`config.mk`:
```
export PLATFORM = sky130hd
export DESIGN_NAME = dcvw_regs
export DESIGN_NICKNAME = d
export VERILOG_FILES = /design/src/pkg/dcvw_pkg.sv /design/src/pkg/dcvw_ctrl_if.sv /design/src/hdl/dcvw_regs.sv /design/src/hdl/dcvw_addr_dec.sv /design/src/hdl/dcvw_win_dec.sv
export SDC_FILE = /design/constraint.sdc
export NUM_CORES = 1
export LEC_CHECK = 0
export ABC_AREA = 0
export BUFFER_PORTS_ARGS = -buffer_cell sky130_fd_sc_hd__buf_2
export CAP_MARGIN = 20
export CORE_UTILIZATION = 45
export CTS_CLUSTER_SIZE = 14
export DETAILED_ROUTE_END_ITERATION = 12
export GPL_TIMING_DRIVEN = 1
export HOLD_SLACK_MARGIN = 0.08
export PLACE_DENSITY = 0.77
export SYNTH_ARGS = -nofsm -noshare
export SYNTH_HDL_FRONTEND = slang
export SYNTH_SLANG_ARGS = --single-unit
```
`constraint.sdc`:
```
create_clock -name clock -period 4 [get_ports clock]
set_input_delay 0.2 -clock clock [delete_from_list [all_inputs] [get_ports clock]]
set_output_delay 0.2 -clock clock [all_outputs]
set_load 0.1 [all_outputs]
```
`src/pkg/dcvw_pkg.sv`:
```
/*
 * Package for the display cache VGA window register bank: register
 * addresses, graphics controller indices, field positions, reset values.
 * Assumes an 8-bit host I/O or memory-offset access port.
 */
package dcvw_pkg;

    // ------------------------------------------------------------
    // Addresses
    // ------------------------------------------------------------
    localparam logic [15:0] DCVW_WIN_CTRL_WR_ADDR = 16'h03c2;
    localparam logic [15:0] DCVW_WIN_CTRL_RD_ADDR = 16'h03cc;
    localparam logic [15:0] DCVW_INDEX_ADDR       = 16'h03ce;
    localparam logic [15:0] DCVW_DATA_ADDR        = 16'h03cf;
    localparam logic [15:0] DCVW_MMIO_SPAN        = 16'h0400;

    // ------------------------------------------------------------
    // Graphics controller indices
    // ------------------------------------------------------------
    localparam logic [3:0] DCVW_IDX_MAP_MODE = 4'h6;
    localparam logic [7:0] DCVW_IDX_ADDR_MAP = 8'h10;
    localparam logic [7:0] DCVW_IDX_PAGE_SEL = 8'h11;

    // ------------------------------------------------------------
    // Field masks and positions
    // ------------------------------------------------------------
    localparam logic [7:0] DCVW_INDEX_MASK    = 8'h0f;
    localparam logic [7:0] DCVW_WIN_CTRL_MASK = 8'h02;
    localparam logic [7:0] DCVW_MAP_MODE_MASK = 8'h0c;
    localparam logic [7:0] DCVW_ADDR_MAP_MASK = 8'h1f;
    localparam int DCVW_WIN_EN_BIT   = 1;
    localparam int DCVW_MAP_LO_BIT   = 2;
    localparam int DCVW_PAGE_EN_BIT  = 0;
    localparam int DCVW_LINEAR_BIT   = 1;
    localparam int DCVW_PACKED_BIT   = 2;
    localparam int DCVW_MEMMAP_BIT   = 3;
    localparam int DCVW_PG_CACHE_BIT = 4;

    // ------------------------------------------------------------
    // Reset values
    // ------------------------------------------------------------
    localparam logic [7:0] DCVW_WIN_CTRL_RST = 8'h00;
    localparam logic [7:0] DCVW_ADDR_MAP_RST = 8'h00;
    localparam logic [7:0] DCVW_UNDEF_RST    = 8'h00;

    // ------------------------------------------------------------
    // Legacy window bounds (20-bit processor addresses)
    // ------------------------------------------------------------
    localparam logic [19:0] DCVW_A0000 = 20'ha0000;
    localparam logic [19:0] DCVW_AFFFF = 20'haffff;
    localparam logic [19:0] DCVW_B0000 = 20'hb0000;
    localparam logic [19:0] DCVW_B7FFF = 20'hb7fff;
    localparam logic [19:0] DCVW_B8000 = 20'hb8000;
    localparam logic [19:0] DCVW_BFFFF = 20'hbffff;

    typedef enum logic [1:0] {
        DCVW_MAP_128K = 2'b00,
        DCVW_MAP_A64K = 2'b01,
        DCVW_MAP_MONO = 2'b10,
        DCVW_MAP_COLR = 2'b11
    } dcvw_map_t;

    typedef enum logic [1:0] {
        DCVW_TGT_NONE  = 2'b00,
        DCVW_TGT_VGA   = 2'b01,
        DCVW_TGT_CACHE = 2'b10,
        DCVW_TGT_MMAP  = 2'b11
    } dcvw_tgt_t;

endpackage

```
`src/pkg/dcvw_ctrl_if.sv`:
```
/*
 * Interface carrying the decoded control fields from the register
 * bank to the window decoder. Assumes one clock domain.
 */
`timescale 1ns/1ns
interface dcvw_ctrl_if;
    import dcvw_pkg::*;
    logic      win_en;
    dcvw_map_t map_mode;
    logic      page_en;
    logic      linear_en;
    logic      packed_en;
    logic      memmap_sel;
    logic      page_to_cache;
    logic      linear_mode;
    logic [7:0] page_sel;

    modport regs (output win_en, map_mode, page_en, linear_en, packed_en,
                  memmap_sel, page_to_cache, page_sel, linear_mode);
    modport dec  (input win_en, map_mode, page_en, linear_en, packed_en,
                  memmap_sel, page_to_cache, page_sel, linear_mode);
endinterface

```
`src/hdl/dcvw_regs.sv`:
```
/*
 * Display cache detect and diagnostic register bank with legacy
 * VGA window steering. Assumes host strobes are synchronous, one
 * cycle each, to clock; reads return data one cycle after the strobe.
 */
// Notes on behaviour
// - Registers decode at I/O address and at same offset from memory base.
// - Index bits 3:0 pick the graphics register behind data port 3CFh.
// - Index register reads zero in bits 7:4.
// - Window control written at 3C2h, read at 3CCh, resets to zero.
// - Window enable clear blocks legacy window claim; set allows it.
// - Linear frame buffer outside legacy window ignores window enable.
// - Map mode bits 3:2 choose the legacy frame buffer range.
// - Map mode applies in VGA and non-linear extended modes.
// - Address mapping bit 4 sends paged access to VGA buffer or cache.
// - Address mapping bit 3 selects VGA buffer or memory map, resets 0.
// - Page mapping bit 0 maps through 64-KB A0000h window, resets off.
// - Page selector at index 11h picks the cache 64-KB window.
`timescale 1ns/1ns
module dcvw_regs (
    input  wire logic                clock,
    input  wire logic                sys_rst,
    input  wire logic                io_sel,
    input  wire logic [15:0]         io_addr,
    input  wire logic [31:0]         mem_addr,
    input  wire logic                wr_stb,
    input  wire logic                rd_stb,
    input  wire logic [7:0]          wr_data,
    input  wire logic [31:0]         graphics_memory_base,
    input  wire logic                linear_mode,
    input  wire logic [31:0]         cpu_addr,
    input  wire logic [31:0]         lfb_base,
    input  wire logic [31:0]         lfb_size,
    output logic [7:0]               rd_data,
    output logic                     rd_valid,
    output logic                     legacy_claim,
    output logic                     lfb_claim,
    output dcvw_pkg::dcvw_tgt_t      legacy_target,
    output logic [23:0]              cache_addr,
    output logic                     packed_en,
    output logic                     linear_en
);
    import dcvw_pkg::*;

    // ------------------------------------------------------------
    // Decode
    // ------------------------------------------------------------
    logic        reg_hit;
    logic [15:0] reg_addr;
    dcvw_addr_dec u_addr_dec (
        .io_sel               (io_sel),
        .mem_addr             (mem_addr),
        .io_addr              (io_addr),
        .graphics_memory_base (graphics_memory_base),
        .reg_hit              (reg_hit),
        .reg_addr             (reg_addr)
    );

    logic [7:0] win_ctrl_q;
    logic [7:0] index_q;
    logic [7:0] map_mode_q;
    logic [7:0] addr_map_q;
    logic [7:0] page_sel_q;
    logic [7:0] rd_data_q;
    logic       rd_valid_q;

    wire at_wc_wr = reg_hit && reg_addr == DCVW_WIN_CTRL_WR_ADDR;
    wire at_wc_rd = reg_hit && reg_addr == DCVW_WIN_CTRL_RD_ADDR;
    wire at_index = reg_hit && reg_addr == DCVW_INDEX_ADDR;
    wire at_data  = reg_hit && reg_addr == DCVW_DATA_ADDR;
    wire sel_map  = at_data && index_q[3:0] == DCVW_IDX_MAP_MODE;
    wire sel_amap = at_data && index_q[3:0] == DCVW_IDX_ADDR_MAP[3:0];
    wire sel_page = at_data && index_q[3:0] == DCVW_IDX_PAGE_SEL[3:0];

    wire wr_wc   = wr_stb && at_wc_wr;
    wire wr_idx  = wr_stb && at_index;
    wire wr_map  = wr_stb && sel_map;
    wire wr_amap = wr_stb && sel_amap;
    wire wr_page = wr_stb && sel_page;

    // ------------------------------------------------------------
    // Register storage
    // ------------------------------------------------------------
    always_ff @(posedge clock or posedge sys_rst) begin
        if (sys_rst) begin
            win_ctrl_q <= DCVW_WIN_CTRL_RST;
            index_q    <= DCVW_UNDEF_RST;
            map_mode_q <= DCVW_UNDEF_RST;
            addr_map_q <= DCVW_ADDR_MAP_RST;
            page_sel_q <= DCVW_UNDEF_RST;
        end else begin
            if (wr_wc)
                win_ctrl_q <= wr_data & DCVW_WIN_CTRL_MASK;
            if (wr_idx)
                index_q <= wr_data & DCVW_INDEX_MASK;
            if (wr_map)
                map_mode_q <= wr_data & DCVW_MAP_MODE_MASK;
            if (wr_amap)
                addr_map_q <= wr_data & DCVW_ADDR_MAP_MASK;
            if (wr_page)
                page_sel_q <= wr_data;
        end
    end

    // ------------------------------------------------------------
    // Read path
    // ------------------------------------------------------------
    wire [7:0] rd_mux = at_wc_rd ? win_ctrl_q :
                        at_index ? index_q :
                        sel_map  ? map_mode_q :
                        sel_amap ? addr_map_q :
                        sel_page ? page_sel_q : 8'h00;

    always_ff @(posedge clock or posedge sys_rst) begin
        if (sys_rst) begin
            rd_data_q  <= 8'h00;
            rd_valid_q <= 1'b0;
        end else begin
            rd_valid_q <= rd_stb;
            if (rd_stb)
                rd_data_q <= rd_mux;
        end
    end

    assign rd_data  = rd_data_q;
    assign rd_valid = rd_valid_q;

    // ------------------------------------------------------------
    // Window steering
    // ------------------------------------------------------------
    dcvw_ctrl_if ctrl ();
    assign ctrl.win_en        = win_ctrl_q[DCVW_WIN_EN_BIT];
    assign ctrl.map_mode      = dcvw_map_t'(
        map_mode_q[DCVW_MAP_LO_BIT+1:DCVW_MAP_LO_BIT]);
    assign ctrl.page_en       = addr_map_q[DCVW_PAGE_EN_BIT];
    assign ctrl.linear_en     = addr_map_q[DCVW_LINEAR_BIT];
    assign ctrl.packed_en     = addr_map_q[DCVW_PACKED_BIT];
    assign ctrl.memmap_sel    = addr_map_q[DCVW_MEMMAP_BIT];
    assign ctrl.page_to_cache = addr_map_q[DCVW_PG_CACHE_BIT];
    assign ctrl.page_sel      = page_sel_q;
    assign ctrl.linear_mode   = linear_mode;

    dcvw_win_dec u_win_dec (
        .ctrl       (ctrl),
        .cpu_addr   (cpu_addr),
        .claim      (legacy_claim),
        .target     (legacy_target),
        .cache_addr (cache_addr)
    );

    // Linear buffer claim independent of window enable
    wire [31:0] lfb_off = cpu_addr - lfb_base;
    assign lfb_claim = ctrl.linear_en && cpu_addr >= lfb_base &&
                       lfb_off < lfb_size;
    assign packed_en = ctrl.packed_en;
    assign linear_en = ctrl.linear_en;
endmodule // dcvw_regs

```
`src/hdl/dcvw_addr_dec.sv`:
```
/*
 * Host address decode: I/O hit or memory offset from the graphics
 * memory base. Assumes single-cycle strobed accesses.
 */
`timescale 1ns/1ns
module dcvw_addr_dec (
    input  wire logic        io_sel,
    input  wire logic [31:0] mem_addr,
    input  wire logic [15:0] io_addr,
    input  wire logic [31:0] graphics_memory_base,
    output logic             reg_hit,
    output logic [15:0]      reg_addr
);
    import dcvw_pkg::*;

    // ------------------------------------------------------------
    // Memory offset equals I/O address
    // ------------------------------------------------------------
    wire [31:0] mem_off = mem_addr - graphics_memory_base;
    wire        mem_hit = mem_addr >= graphics_memory_base &&
                          mem_off < {16'h0000, DCVW_MMIO_SPAN};

    assign reg_addr = io_sel ? io_addr : mem_off[15:0];
    assign reg_hit  = io_sel | mem_hit;
endmodule // dcvw_addr_dec

```
`src/hdl/dcvw_win_dec.sv`:
```
/*
 * Legacy window claim and target steering from the control fields.
 * Assumes 20-bit low processor address for the legacy range.
 */
`timescale 1ns/1ns
module dcvw_win_dec (
    dcvw_ctrl_if.dec          ctrl,
    input  wire logic [31:0]  cpu_addr,
    output logic              claim,
    output dcvw_pkg::dcvw_tgt_t target,
    output logic [23:0]       cache_addr
);
    import dcvw_pkg::*;

    // ------------------------------------------------------------
    // Map mode range select
    // ------------------------------------------------------------
    wire        low_mb = cpu_addr[31:20] == 12'h000;
    wire [19:0] a      = cpu_addr[19:0];
    wire in_128 = a >= DCVW_A0000 && a <= DCVW_BFFFF;
    wire in_a64 = a >= DCVW_A0000 && a < DCVW_B0000;
    wire in_mon = a >= DCVW_B0000 && a <= DCVW_B7FFF;
    wire in_col = a >= DCVW_B8000 && a <= DCVW_BFFFF;
    logic in_map;
    always_comb begin
        case (ctrl.map_mode)
            DCVW_MAP_128K: in_map = in_128;
            DCVW_MAP_A64K: in_map = in_a64;
            DCVW_MAP_MONO: in_map = in_mon;
            DCVW_MAP_COLR: in_map = in_col;
            default:       in_map = 1'b0;
        endcase
    end

    // Map mode only in modes without linear buffer access
    wire use_map = !ctrl.linear_mode;
    wire legacy  = low_mb && (use_map ? in_map : in_128);
    wire paged   = ctrl.page_en && low_mb && in_a64;

    assign claim = legacy && ctrl.win_en;
    assign target = !claim ? DCVW_TGT_NONE :
                    paged ? (ctrl.page_to_cache ? DCVW_TGT_CACHE
                                                : DCVW_TGT_VGA) :
                    ctrl.memmap_sel ? DCVW_TGT_MMAP
                                    : DCVW_TGT_VGA;
    assign cache_addr = {ctrl.page_sel, a[15:0]};
endmodule // dcvw_win_dec

```
### Word-level counts from Yosys, hierarchy flattened

Cells that the tools add are included.

| cells by class | value |
|---|---|
| add/sub/neg operators | 2 |
| magnitude comparators | 10 |
| eq/ne operators | 9 |
| mux-type cells | 12 |
| bitwise operators | 1 |
| reduce and logical (&&, ||, !) cells | 26 |

Operator list:

| kind | number |
|---|---|
| 16-bit by 10-bit == test with 1-bit output, second input constant | 4 |
| 32-bit >= comparator | 2 |
| 32-bit subtractor | 2 |
| 20-bit >= comparator, second input constant | 3 |
| 20-bit less-or-equal comparator, second input constant | 2 |
| 8-bit 2-to-1 mux | 5 |
| 32-bit by 11-bit less-than comparator with 1-bit output, second input constant | 1 |
| 32-bit less-than comparator | 1 |
| 1-bit logical AND | 23 |
| 20-bit less-than comparator, second input constant | 1 |
| 16-bit 2-to-1 mux | 1 |
| 12-bit zero test | 1 |
| 2-bit 2-to-1 mux | 4 |
| 2-bit == test, second input constant | 2 |
| 4-bit by 1-bit == test with 1-bit output, second input constant | 1 |
| 4-bit by 3-bit == test with 1-bit output, second input constant | 1 |
| 4-bit zero test | 1 |
| 1-bit one-hot mux with 4 select lines | 1 |
| 2-bit by 1-bit == test with 1-bit output, second input constant | 1 |
| 2-bit zero test | 1 |
| 1-bit 2-to-1 mux | 1 |
| 1-bit bitwise OR | 1 |

| word-level totals | value |
|---|---|
| bits in registers | 29 |
| input port bits | 190 |
| output and inout port bits | 39 |
| word-level logic and storage cells | 67 |

### Longest topological paths before layout

Gate-level depths: netlist of the first run.

| depth | value |
|---|---|
| word-level depth | 11 |
| gate-level depth with buffers | 26 |

### Modules after synthesis

Synthesis of the first run repeated with hierarchy kept, for this count alone.

| second synthesis, totals | value |
|---|---|
| cells, all modules | 898 |
| area total of the unflattened synthesis | 6478.7 um2 |

By module, submodules not included:

| module | times used | cells each | area an instance (um2) | seq. area each (um2) |
|---|---|---|---|---|
| dcvw_regs | 1 | 518 | 3973.8 | 725.7 |
| dcvw_addr_dec | 1 | 340 | 2202.1 | 0.0 |
| dcvw_win_dec | 1 | 40 | 302.8 | 0.0 |

### Worst setup path after synthesis of the first run

No wires, ideal clock.

| timing path | value |
|---|---|
| kind | input to output |
| from | in lfb_base[10] |
| to | out lfb_claim |
| arrival time | 4628 ps |
| required time | 3800 ps |
| slack | -828 ps |
| cell stages on the path | 23 |
| path buffers | 0 |
| cells stage by stage | inv_1 ha_1 a21o_1 nand3b_1 or3_1 o21ai_0 o21ai_0 a41oi_1 a31oi_1 a21oi_1 xnor2_1 ha_1 a21o_1 a21oi_1 nor2b_1 o21ai_0 nand2b_1 a21oi_1 nor2b_1 o21ai_0 o2111ai_1 a21oi_1 o311a_1 |

| between the ends | value |
|---|---|
| cells in the longest elaborated chain, start to end | 3 |
| elaborated cells between the ends (all ways) | 5 |
| those cells by class | add/sub (1); order compare (2); reduce/logical (2) |

RTL lines:

| element | line | text |
|---|---|---|
| start, declared | dcvw_regs.sv:32 | `input wire logic [31:0] lfb_base,` |
| 32-bit subtractor / 32-bit >= comparator (equally long branches) | dcvw_regs.sv:152, dcvw_regs.sv:153 |  |
| 32-bit less-than comparator / 1-bit logical AND (equally long branches) | dcvw_regs.sv:154, dcvw_regs.sv:153 |  |
| 1-bit logical AND (*) | dcvw_regs.sv:153 | `assign lfb_claim = ctrl.linear_en && cpu_addr >= lfb_base &&` |
| end, declared | dcvw_regs.sv:37 | `output logic lfb_claim,` |

Every way passes the cells marked *; elsewhere a longest branch is shown, timed or not.

### Worst setup path in the final report of the first run

| timing path | value |
|---|---|
| from | in lfb_base[0] |
| to | out lfb_claim |

Same word-level chain as after synthesis.

==> flow_summary.json, run 1 <==
{
  "initial_core_util": 0.468,
  "ys_seq_area_frac": 0.105,
  "clock_path_buffers": 2,
  "nFillCells": 1336,
  "coreArea_sq_um": 14800,
  "setup_viol": 1,
  "clock_skew_ns": 0.00326,
  "portBuffers": 228,
  "antenna_found_initial": 0,
  "fin_nets": 1540,
  "grt_pass1_wl_mm": 35.6,
  "p_leak_nw": 4.87,
  "finalHoldViolations": 0,
  "syn-cell-area_sq_um": 6900,
  "ys.flop_type": "dfrtp_1",
  "cpMostUsedCell": "buf_4",
  "worstSetupPathType": "in -> out",
  "violations": "negative setup slack",
  "ys.warnings.count": 0,
  "pwr-share-comb": 0.658,
  "power.share.clock": 0.193,
  "p_per_area_nw_per_um2": 215,
  "drc": 0,
  "finalCriticalPeriod_ns": 4.34,
  "rsz0062_at_grt": "yes",
  "status": "finished, violations left",
  "viasPerCell": 5.70,
  "grt_pass1_vias": 7742,
  "worstRegToRegCells": 7,
  "postRouteAntennaNets": 0,
  "diodes": 0,
  "holdWs_ns": 0.124,
  "ios": 229,
  "rows": 44,
  "clock-root-buffer": "clkbuf_16",
  "fmax_mhz": 231,
  "drive_gt1_frac": 0.330,
  "placed_cell_area_sq_um": 8840,
  "layout_setup_ws_ns": -0.337,
  "path_buf_inv": 15,
  "p_int_mw": 1.14,
  "worst-path-stages": 29,
  "cts.clk_slew.worst_paths_ns": 0.05,
  "async_flop_share": 1.00,
  "slew_viol_final": 0,
  "cts.sinks": 29,
  "wl_per_cell_um": 15.3,
  "path_delay_family": "buffers and inverters",
  "cts_buffers": 5,
  "clk_latency_ns": 0.27,
  "endpoint_kind": "output port",
  "switching_share": 0.423,
  "cts_tree": "built",
  "crit_slowest_cell": "ha_1",
  "dr.pass1.iters": 5,
  "synthesis.nets": 1234,
  "via_count": 8201,
  "htree_levels": 2,
  "hold_class": "in -> reg",
  "gr-total-overflow": 0,
  "synth_area_leaders": "ha_1 17%, dfrtp_1 11%, inv_1 6.9%, a21oi_1 5.5%, o21ai_0 4.3%",
  "drtIter0Drc": 523,
  "arrival_ns": 4.14,
  "place_ws_ns": -0.482,
  "yosysTopAreaCellShare": 0.172,
  "dieWidth_um": 126,
  "power_mw": 1.98,
  "ys_ff_latch": 29,
  "multi_input_area_sq_um": 5620,
  "placedCellCount": 1414,
  "holdPathStages": 1,
  "synth_cells": 947,
  "final_cells": 1438,
  "place_congestion": 0.955,
  "ir_drop_uv": 166,
  "max_cap_viol_count": 0,
  "p_sw_uw": 838,
  "synth_top_area_cell": "ha_1",
  "chipHeight_um": 126,
  "slowest_delay_ns": 0.26,
  "detailed_place_hpwl_mm": 18.5,
  "post-route-period-util": 1.08,
  "grt_use_total": 0.269,
  "synth_cell_types": 77,
  "worst_ep_required_time_ns": 3.80,
  "avgSynthCellArea_sq_um": 7.29,
  "tightest_slew_ns": 0.642,
  "relSlewSlack": 0.561,
  "synth_edf_count": 0,
  "grt_max_degree": 30,
  "path_max_fanout": 2,
  "fin_util": 0.625,
  "design_area_sq_um": 9230,
  "seqPwrFrac": 0.149,
  "syn_to_final_growth_pct": 33.7,
  "die-area_sq_um": 15800,
  "tns_ns": -0.337,
  "seq_area_sq_um": 726,
  "drt_wl_total_mm": 22.0,
  "worstSetupStartpointType": "input pin"
}
## final cells by class
class | instances | share of cell area
multi-input combinational | 753 | 0.609
timing repair buffer | 338 | 0.218
sequential | 29 | 0.0786
inverter | 126 | 0.0515
tap | 184 | 0.0249
clock buffer | 7 | 0.0165
clock inverter | 1 | 0.000542
## synthesized netlist by cell type, types with 6 or more instances
library cell,count
nand4_1,24
nor4_1,8
buf_2,6
o21a_1,17
o21ai_0,59
o31ai_1,6
and2_1,9
and3_1,9
xor2_1,11
a21oi_1,76
o211ai_1,13
mux2_4,8
ha_1,95
mux2i_1,11
nand3_1,15
buf_4,16
a31oi_1,7
nor3_1,11
nor2_1,60
nor3b_1,6
a2111oi_0,8
o21bai_1,10
dfrtp_1,29
nand2_1,70
mux2_2,15
or4_1,8
clkbuf_1,15
a211oi_1,9
a21boi_0,6
or3_1,9
a21o_1,25
nand3b_1,7
xnor2_1,22
nor2b_1,21
nand2b_1,14
inv_1,126
## power by group through the flow
stage                     combinational, mW  sequential (mW)  clock [mW]
after floorplan                       0.813            0.309           0
after global placement                 1.22            0.300           0
after detailed placement               1.23            0.301           0
after CTS                              1.27            0.296       0.384
after global routing                   1.44            0.296       0.400
final                                  1.30            0.296       0.382
## cells in the final DEF, fill, tap and decap left out, drive strengths merged, types with 7 or more instances in the layout
master,synthesis,final
o21ai,60,60
and3,9,9
nor2,61,61
or4,8,8
dfrtp,29,29
mux2,23,23
nor2b,21,21
nor3,11,11
nand4,24,24
a2111oi,8,8
xnor2,22,22
o21bai,10,10
ha,95,95
xor2,11,11
o21a,17,17
nand3,15,15
nor4,8,8
or3,9,9
a31oi,7,7
inv,126,126
and2,9,9
a21oi,76,76
nand2,70,70
buf,24,337
nand2b,14,14
nand3b,7,7
clkbuf,15,7
a21o,25,25
o211ai,13,13
a211oi,9,9
mux2i,11,11
## what timing repair did
action	CTS	global route
endpoints found under the hold margin	0	4
hold buffers	0	1
resized for setup	17	7
pin swaps	33	21
setup endpoints to repair	1	7
buffers inserted	13	1
## registers in the layout, indices dropped and copies added, names as in the netlist
register       count
ctrl.page_sel      8
rd_data            8
addr_map_q         5
index_q            4
map_mode_q         2
rd_valid           1
win_ctrl_q         1
## final timing paths
check,startpoint,endpoint,slack [ns]
worst max register to register,index_q[3],addr_map_q[0],2.08
max in group asynchronous,sys_rst,ctrl.page_sel[7],3.18
worst min-delay path,rd_stb,rd_valid,0.12
min in group asynchronous,sys_rst,ctrl.page_sel[4],0.42
worst max-delay path,lfb_base[0],lfb_claim,-0.34
worst min register to register,rd_data[5],rd_data[5],0.48
## worst register-to-register path, cell delays in order, from the launching register on
cell      delay [ns]
dfrtp_1         0.40
nor2_1          0.11
nand2_1         0.10
nor3_1          0.20
a41o_2          0.28
buf_4           0.14
nand4b_2        0.22
mux2_2          0.35
## layer usage
| layer | track usage | vias to the layer above | part of all wire |
|---|---|---|---|
| met3 | 0.0246 | 34 | 0.067 |
| li1 | - | 4069 | - |
| met2 | 0.488 | 334 | 0.47 |
| met4 | 0.0666 | 0 | 0.019 |
| met1 | 0.340 | 3764 | 0.44 |
| met5 | 0 | - | 0 |
## cell families after synthesis
family / share of synthesized area
XOR/XNOR: 0.0419
AO/OA/AOI/OAI: 0.286
adder cells (fa/ha/maj): 0.178
flip-flops: 0.105
multiplexers: 0.0578
AND/OR/NAND/NOR: 0.229
buffers and inverters: 0.102
Note: power is estimated with default switching activity, not from simulation.
==> inputs of run 2 (changes only) <==
--- a/config.mk
+++ b/config.mk
@@ -9,6 +9,7 @@
 export BUFFER_PORTS_ARGS = -buffer_cell sky130_fd_sc_hd__buf_2
 export CAP_MARGIN = 20
 export CORE_UTILIZATION = 45
+export CTS_BUF_LIST = sky130_fd_sc_hd__clkbuf_8
 export CTS_CLUSTER_SIZE = 14
 export DETAILED_ROUTE_END_ITERATION = 12
 export GPL_TIMING_DRIVEN = 1
==> run 2 against run 1 <==
Sequential cell count unchanged. Clock skew about the same. Routed wire length up 0.20%. Clock power down 31%. Worst setup slack better by 0.0073 ns. Clock-buffer cell count unchanged. Die area unchanged. Sequential power about the same. Combinational power about the same. The run still ends with negative setup slack left. Final cell count unchanged. Sequential share of layout area about the same. Via count about the same.
==> flow_summary.json, run 2 (same netlist as run 1, synthesis figures left out) <==
{
  "slew_viol_final": 0,
  "hold_class": "in -> reg",
  "place_ws_ns": -0.482,
  "drtIter0Drc": 478,
  "grt_pass1_wl_mm": 35.4,
  "postRouteAntennaNets": 0,
  "gr-total-overflow": 0,
  "die-area_sq_um": 15800,
  "grt_pass1_vias": 7728,
  "relSlewSlack": 0.567,
  "endpoint_kind": "output port",
  "tightest_slew_ns": 0.634,
  "crit_slowest_cell": "ha_1",
  "finalHoldViolations": 0,
  "setup_viol": 1,
  "path_max_fanout": 2,
  "rows": 44,
  "worstSetupPathType": "in -> out",
  "clock_skew_ns": 0.00311,
  "cts.sinks": 29,
  "seqPwrFrac": 0.158,
  "post-route-period-util": 1.08,
  "grt_use_total": 0.269,
  "hp-start": "rd_stb",
  "rsz0062_at_grt": "yes",
  "p_leak_nw": 4.85,
  "cts_buffers": 5,
  "max_cap_viol_count": 0,
  "viasPerCell": 5.70,
  "diodes": 0,
  "pwr-share-comb": 0.700,
  "cts_tree": "built",
  "p_sw_uw": 829,
  "clock-root-buffer": "clkbuf_8",
  "finalCriticalPeriod_ns": 4.33,
  "worst_ep_required_time_ns": 3.80,
  "p_int_mw": 1.04,
  "tns_ns": -0.330,
  "initial_core_util": 0.468,
  "grt_max_degree": 30,
  "drive_gt1_frac": 0.330,
  "ios": 229,
  "dieWidth_um": 126,
  "cts.clk_slew.worst_paths_ns": 0.06,
  "crit_start": "lfb_base[0]",
  "clk_latency_ns": 0.29,
  "portBuffers": 228,
  "drt_wl_total_mm": 22.1,
  "slowest_delay_ns": 0.26,
  "layout_setup_ws_ns": -0.330,
  "ir_drop_uv": 120,
  "dr.pass1.iters": 5,
  "regToRegStartpoint": "index_q[3]",
  "drc": 0,
  "placedCellCount": 1414,
  "power.share.clock": 0.142,
  "detailed_place_hpwl_mm": 18.5,
  "placed_cell_area_sq_um": 8840,
  "antenna_found_initial": 0,
  "nFillCells": 1345,
  "status": "finished, violations left",
  "layout_common_cells": "226 x buf_2, 124 x inv_1, 108 x buf_4",
  "switching_share": 0.444,
  "final_common_cell": "buf_2",
  "clock_path_buffers": 2,
  "fin_nets": 1540,
  "final_cells": 1438,
  "violations": "negative setup slack",
  "htree_levels": 2,
  "place_congestion": 0.955,
  "wl_per_cell_um": 15.3,
  "arrival_ns": 4.13,
  "fmax_mhz": 231,
  "syn_to_final_growth_pct": 32.9,
  "cpMostUsedCell": "buf_4",
  "p_per_area_nw_per_um2": 203,
  "design_area_sq_um": 9170,
  "worstSetupStartpointType": "input pin",
  "power_mw": 1.87,
  "coreArea_sq_um": 14800,
  "via_count": 8196,
  "chipHeight_um": 126
}
## run 2: area by class of cell
class / count / area (sq um) / share of cell area
tap: 184 / 230 / 0.0251
timing repair buffer: 338 / 2010 / 0.220
clock inverter: 1 / 5.00 / 0.000546
sequential: 29 / 726 / 0.0791
clock buffer: 7 / 96.3 / 0.0105
multi-input combinational: 753 / 5620 / 0.613
inverter: 126 / 475 / 0.0518
## run 2: repair_timing
item / 4_1_cts / 5_1_grt
pin swaps: 33 / 21
cloned: 0 / 0
setup endpoints to repair: 1 / 2
resized for setup: 17 / 7
hold buffers: 0 / 1
hold endpoints to repair: 0 / 4
buffers inserted: 13 / 1
## run 2: path summary, 6_finish.rpt
path                       cells after the start  slack, ns       endpoint
max                                           29      -0.33      lfb_claim
min                                            1       0.11       rd_valid
max reg2reg                                    7       2.09  addr_map_q[1]
min reg2reg                                    1       0.48     rd_data[5]
max in group asynchronous                      4       3.20     rd_data[0]
min in group asynchronous                      3       0.40  addr_map_q[4]
## run 2: critical path, delay by kind of cell
family	cells	cell delay [ns]
buffers and inverters	15	1.80
XOR/XNOR	1	0.16
AND/OR/NAND/NOR	1	0.07
AO/OA/AOI/OAI	9	1.29
adder cells (fa/ha/maj)	3	0.61
## run 2: metal layers
layer	share of wire	GRT usage
met5	0	0
met2	0.47	0.478
met4	0.023	0.0843
met3	0.065	0.0302
met1	0.44	0.340
## run 2: metrics by stage
step | utilization | hold WS [ns]
detailed placement | 0.599 | 0.405
global route | 0.622 | 0.104
floorplan | - | 0.231
CTS | 0.617 | 0.104
finish | 0.622 | 0.110
global placement | 0.599 | 0.403
## run 2: power by group through the flow
stage	Clock (mW)	Combinational [mW]	Sequential (mW)
after floorplan	0	0.813	0.309
after global placement	0	1.22	0.300
after detailed placement	0	1.23	0.301
after CTS	0.269	1.27	0.295
after global routing	0.285	1.44	0.295
final	0.265	1.31	0.295
==> inputs of run 3 (changes only) <==
--- a/config.mk
+++ b/config.mk
@@ -15,6 +15,7 @@
 export GPL_TIMING_DRIVEN = 1
 export HOLD_SLACK_MARGIN = 0.08
 export PLACE_DENSITY = 0.77
+export RECOVER_POWER = 100
 export SYNTH_ARGS = -nofsm -noshare
 export SYNTH_HDL_FRONTEND = slang
 export SYNTH_SLANG_ARGS = --single-unit
==> run 3 against run 2 <==
The flow still finishes with violations (negative setup slack). Register-to-register slack barely moved. Global-route usage did not move. Final cell count did not move. Clock skew rose by 0.00077 ns. Sequential cell count did not move. Via count rose by 0.40%. Worst setup slack got worse by 0.0022 ns.
==> flow_summary.json, run 3 (same netlist as run 1, synthesis figures left out) <==
{
  "p_leak_nw": 4.69,
  "cts.sinks": 29,
  "clock_path_buffers": 2,
  "setup_viol": 1,
  "clock_skew_ns": 0.00388,
  "antenna_found_initial": 0,
  "worst_ep_required_time_ns": 3.80,
  "portBuffers": 228,
  "rsz0062_at_grt": "yes",
  "slowest_delay_ns": 0.26,
  "fmax_mhz": 231,
  "path_max_fanout": 2,
  "violations": "negative setup slack",
  "nFillCells": 1377,
  "worstRegToRegCells": 6,
  "crit_slowest_cell": "ha_1",
  "grt_pass1_wl_mm": 35.4,
  "hold_class": "in -> reg",
  "diodes": 0,
  "place_congestion": 0.955,
  "ir_drop_uv": 120,
  "drc": 0,
  "grt_use_total": 0.269,
  "fin_nets": 1540,
  "status": "finished, violations left",
  "clock-root-buffer": "clkbuf_8",
  "die-area_sq_um": 15800,
  "cts_buffers": 5,
  "grt_pass1_vias": 7728,
  "placedCellCount": 1414,
  "max_cap_viol_count": 0,
  "syn_to_final_growth_pct": 31.8,
  "grt_max_degree": 30,
  "arrival_ns": 4.13,
  "final_common_cell": "buf_2",
  "cpMostUsedCell": "buf_4",
  "drt_wl_total_mm": 22.1,
  "ios": 229,
  "drive_gt1_frac": 0.297,
  "dieWidth_um": 126,
  "hp-start": "wr_data[6]",
  "drtIter0Drc": 544,
  "viasPerCell": 5.72,
  "post-route-period-util": 1.08,
  "seq_area_sq_um": 726,
  "htree_levels": 2,
  "place_ws_ns": -0.482,
  "dr.pass1.iters": 5,
  "initial_core_util": 0.468,
  "via_count": 8229,
  "relSlewSlack": 0.153,
  "crit_start": "lfb_base[0]",
  "finalCriticalPeriod_ns": 4.33,
  "endpoint_kind": "output port",
  "clk_latency_ns": 0.29,
  "slew_viol_final": 0,
  "tightest_slew_ns": 1.27,
  "postRouteAntennaNets": 0,
  "layout_setup_ws_ns": -0.332,
  "p_per_area_nw_per_um2": 205,
  "holdPathStages": 2,
  "layout_common_cells": "188 x buf_2, 124 x inv_1, 104 x buf_4",
  "final_cells": 1438,
  "wl_per_cell_um": 15.4,
  "gr-total-overflow": 0,
  "worstSetupStartpointType": "input pin",
  "cts_tree": "built",
  "regToRegStartpoint": "index_q[3]",
  "multi_input_area_sq_um": 5620,
  "coreArea_sq_um": 14800,
  "rows": 44,
  "finalHoldViolations": 0,
  "cts.clk_slew.worst_paths_ns": 0.06,
  "worstSetupPathType": "in -> out",
  "detailed_place_hpwl_mm": 18.5,
  "chipHeight_um": 126
}
run 3: cell count changes in the layout (fill, tap and decap cells not counted), sizes merged:
cell and change:
clkbuf +43, buf -43
run 3: area by class of cell:
type	count	share of cell area
Multi-Input combinational cell	753	0.619
Timing Repair Buffer	338	0.213
Sequential cell	29	0.0798
Inverter	126	0.0523
Tap cell	184	0.0253
Clock buffer	7	0.0106
Clock inverter	1	0.000550
run 3: final timing paths:
check                                   end  slack, ns
max                               lfb_claim      -0.33
min                        ctrl.page_sel[6]       0.14
max reg2reg                ctrl.page_sel[4]       2.09
min reg2reg                      rd_data[7]       0.49
max in group asynchronous        rd_data[3]       2.22
min in group asynchronous     addr_map_q[4]       0.36
run 3: worst max-delay path: cells and delay by family:
| family | cells | cell delay [ns] |
|---|---|---|
| AO/OA/AOI/OAI | 9 | 1.29 |
| XOR/XNOR | 1 | 0.16 |
| adder cells (fa/ha/maj) | 3 | 0.61 |
| buffers and inverters | 15 | 1.80 |
| AND/OR/NAND/NOR | 1 | 0.07 |
run 3: power by group:
part           internal, mW  leakage (nW)  switching, mW
Sequential            0.295         0.402       0.000592
Clock                 0.155        0.0542          0.112
Combinational         0.580          4.23          0.718
run 3: timing repair:
action | CTS | global route
pin swaps | 33 | 21
setup endpoints to repair | 1 | 2
gates resized for setup | 17 | 7
endpoints found under the hold margin | 0 | 4
setup buffers | 13 | 1
hold buffers | 0 | 1
run 3: through the flow:
stage | util | cell area [sq um] | hold WS, ns | TNS (ns) | total power, mW
floorplan | - | 6980 | 0.231 | -0.0815 | 1.12
global placement | 0.599 | 8840 | 0.403 | -0.492 | 1.52
detailed placement | 0.599 | 8840 | 0.405 | -0.514 | 1.53
global route | 0.616 | 9090 | 0.145 | -2.74 | 2.01
CTS | 0.617 | 9110 | 0.104 | -0.307 | 1.84
finish | 0.616 | 9090 | 0.145 | -0.332 | 1.86
run 3: per-layer routing:
metal / track usage / routed length (um)
met2: 0.478 / 10300
met5: 0 / 0
met1: 0.340 / 9750
met4: 0.0843 / 548
met3: 0.0302 / 1520
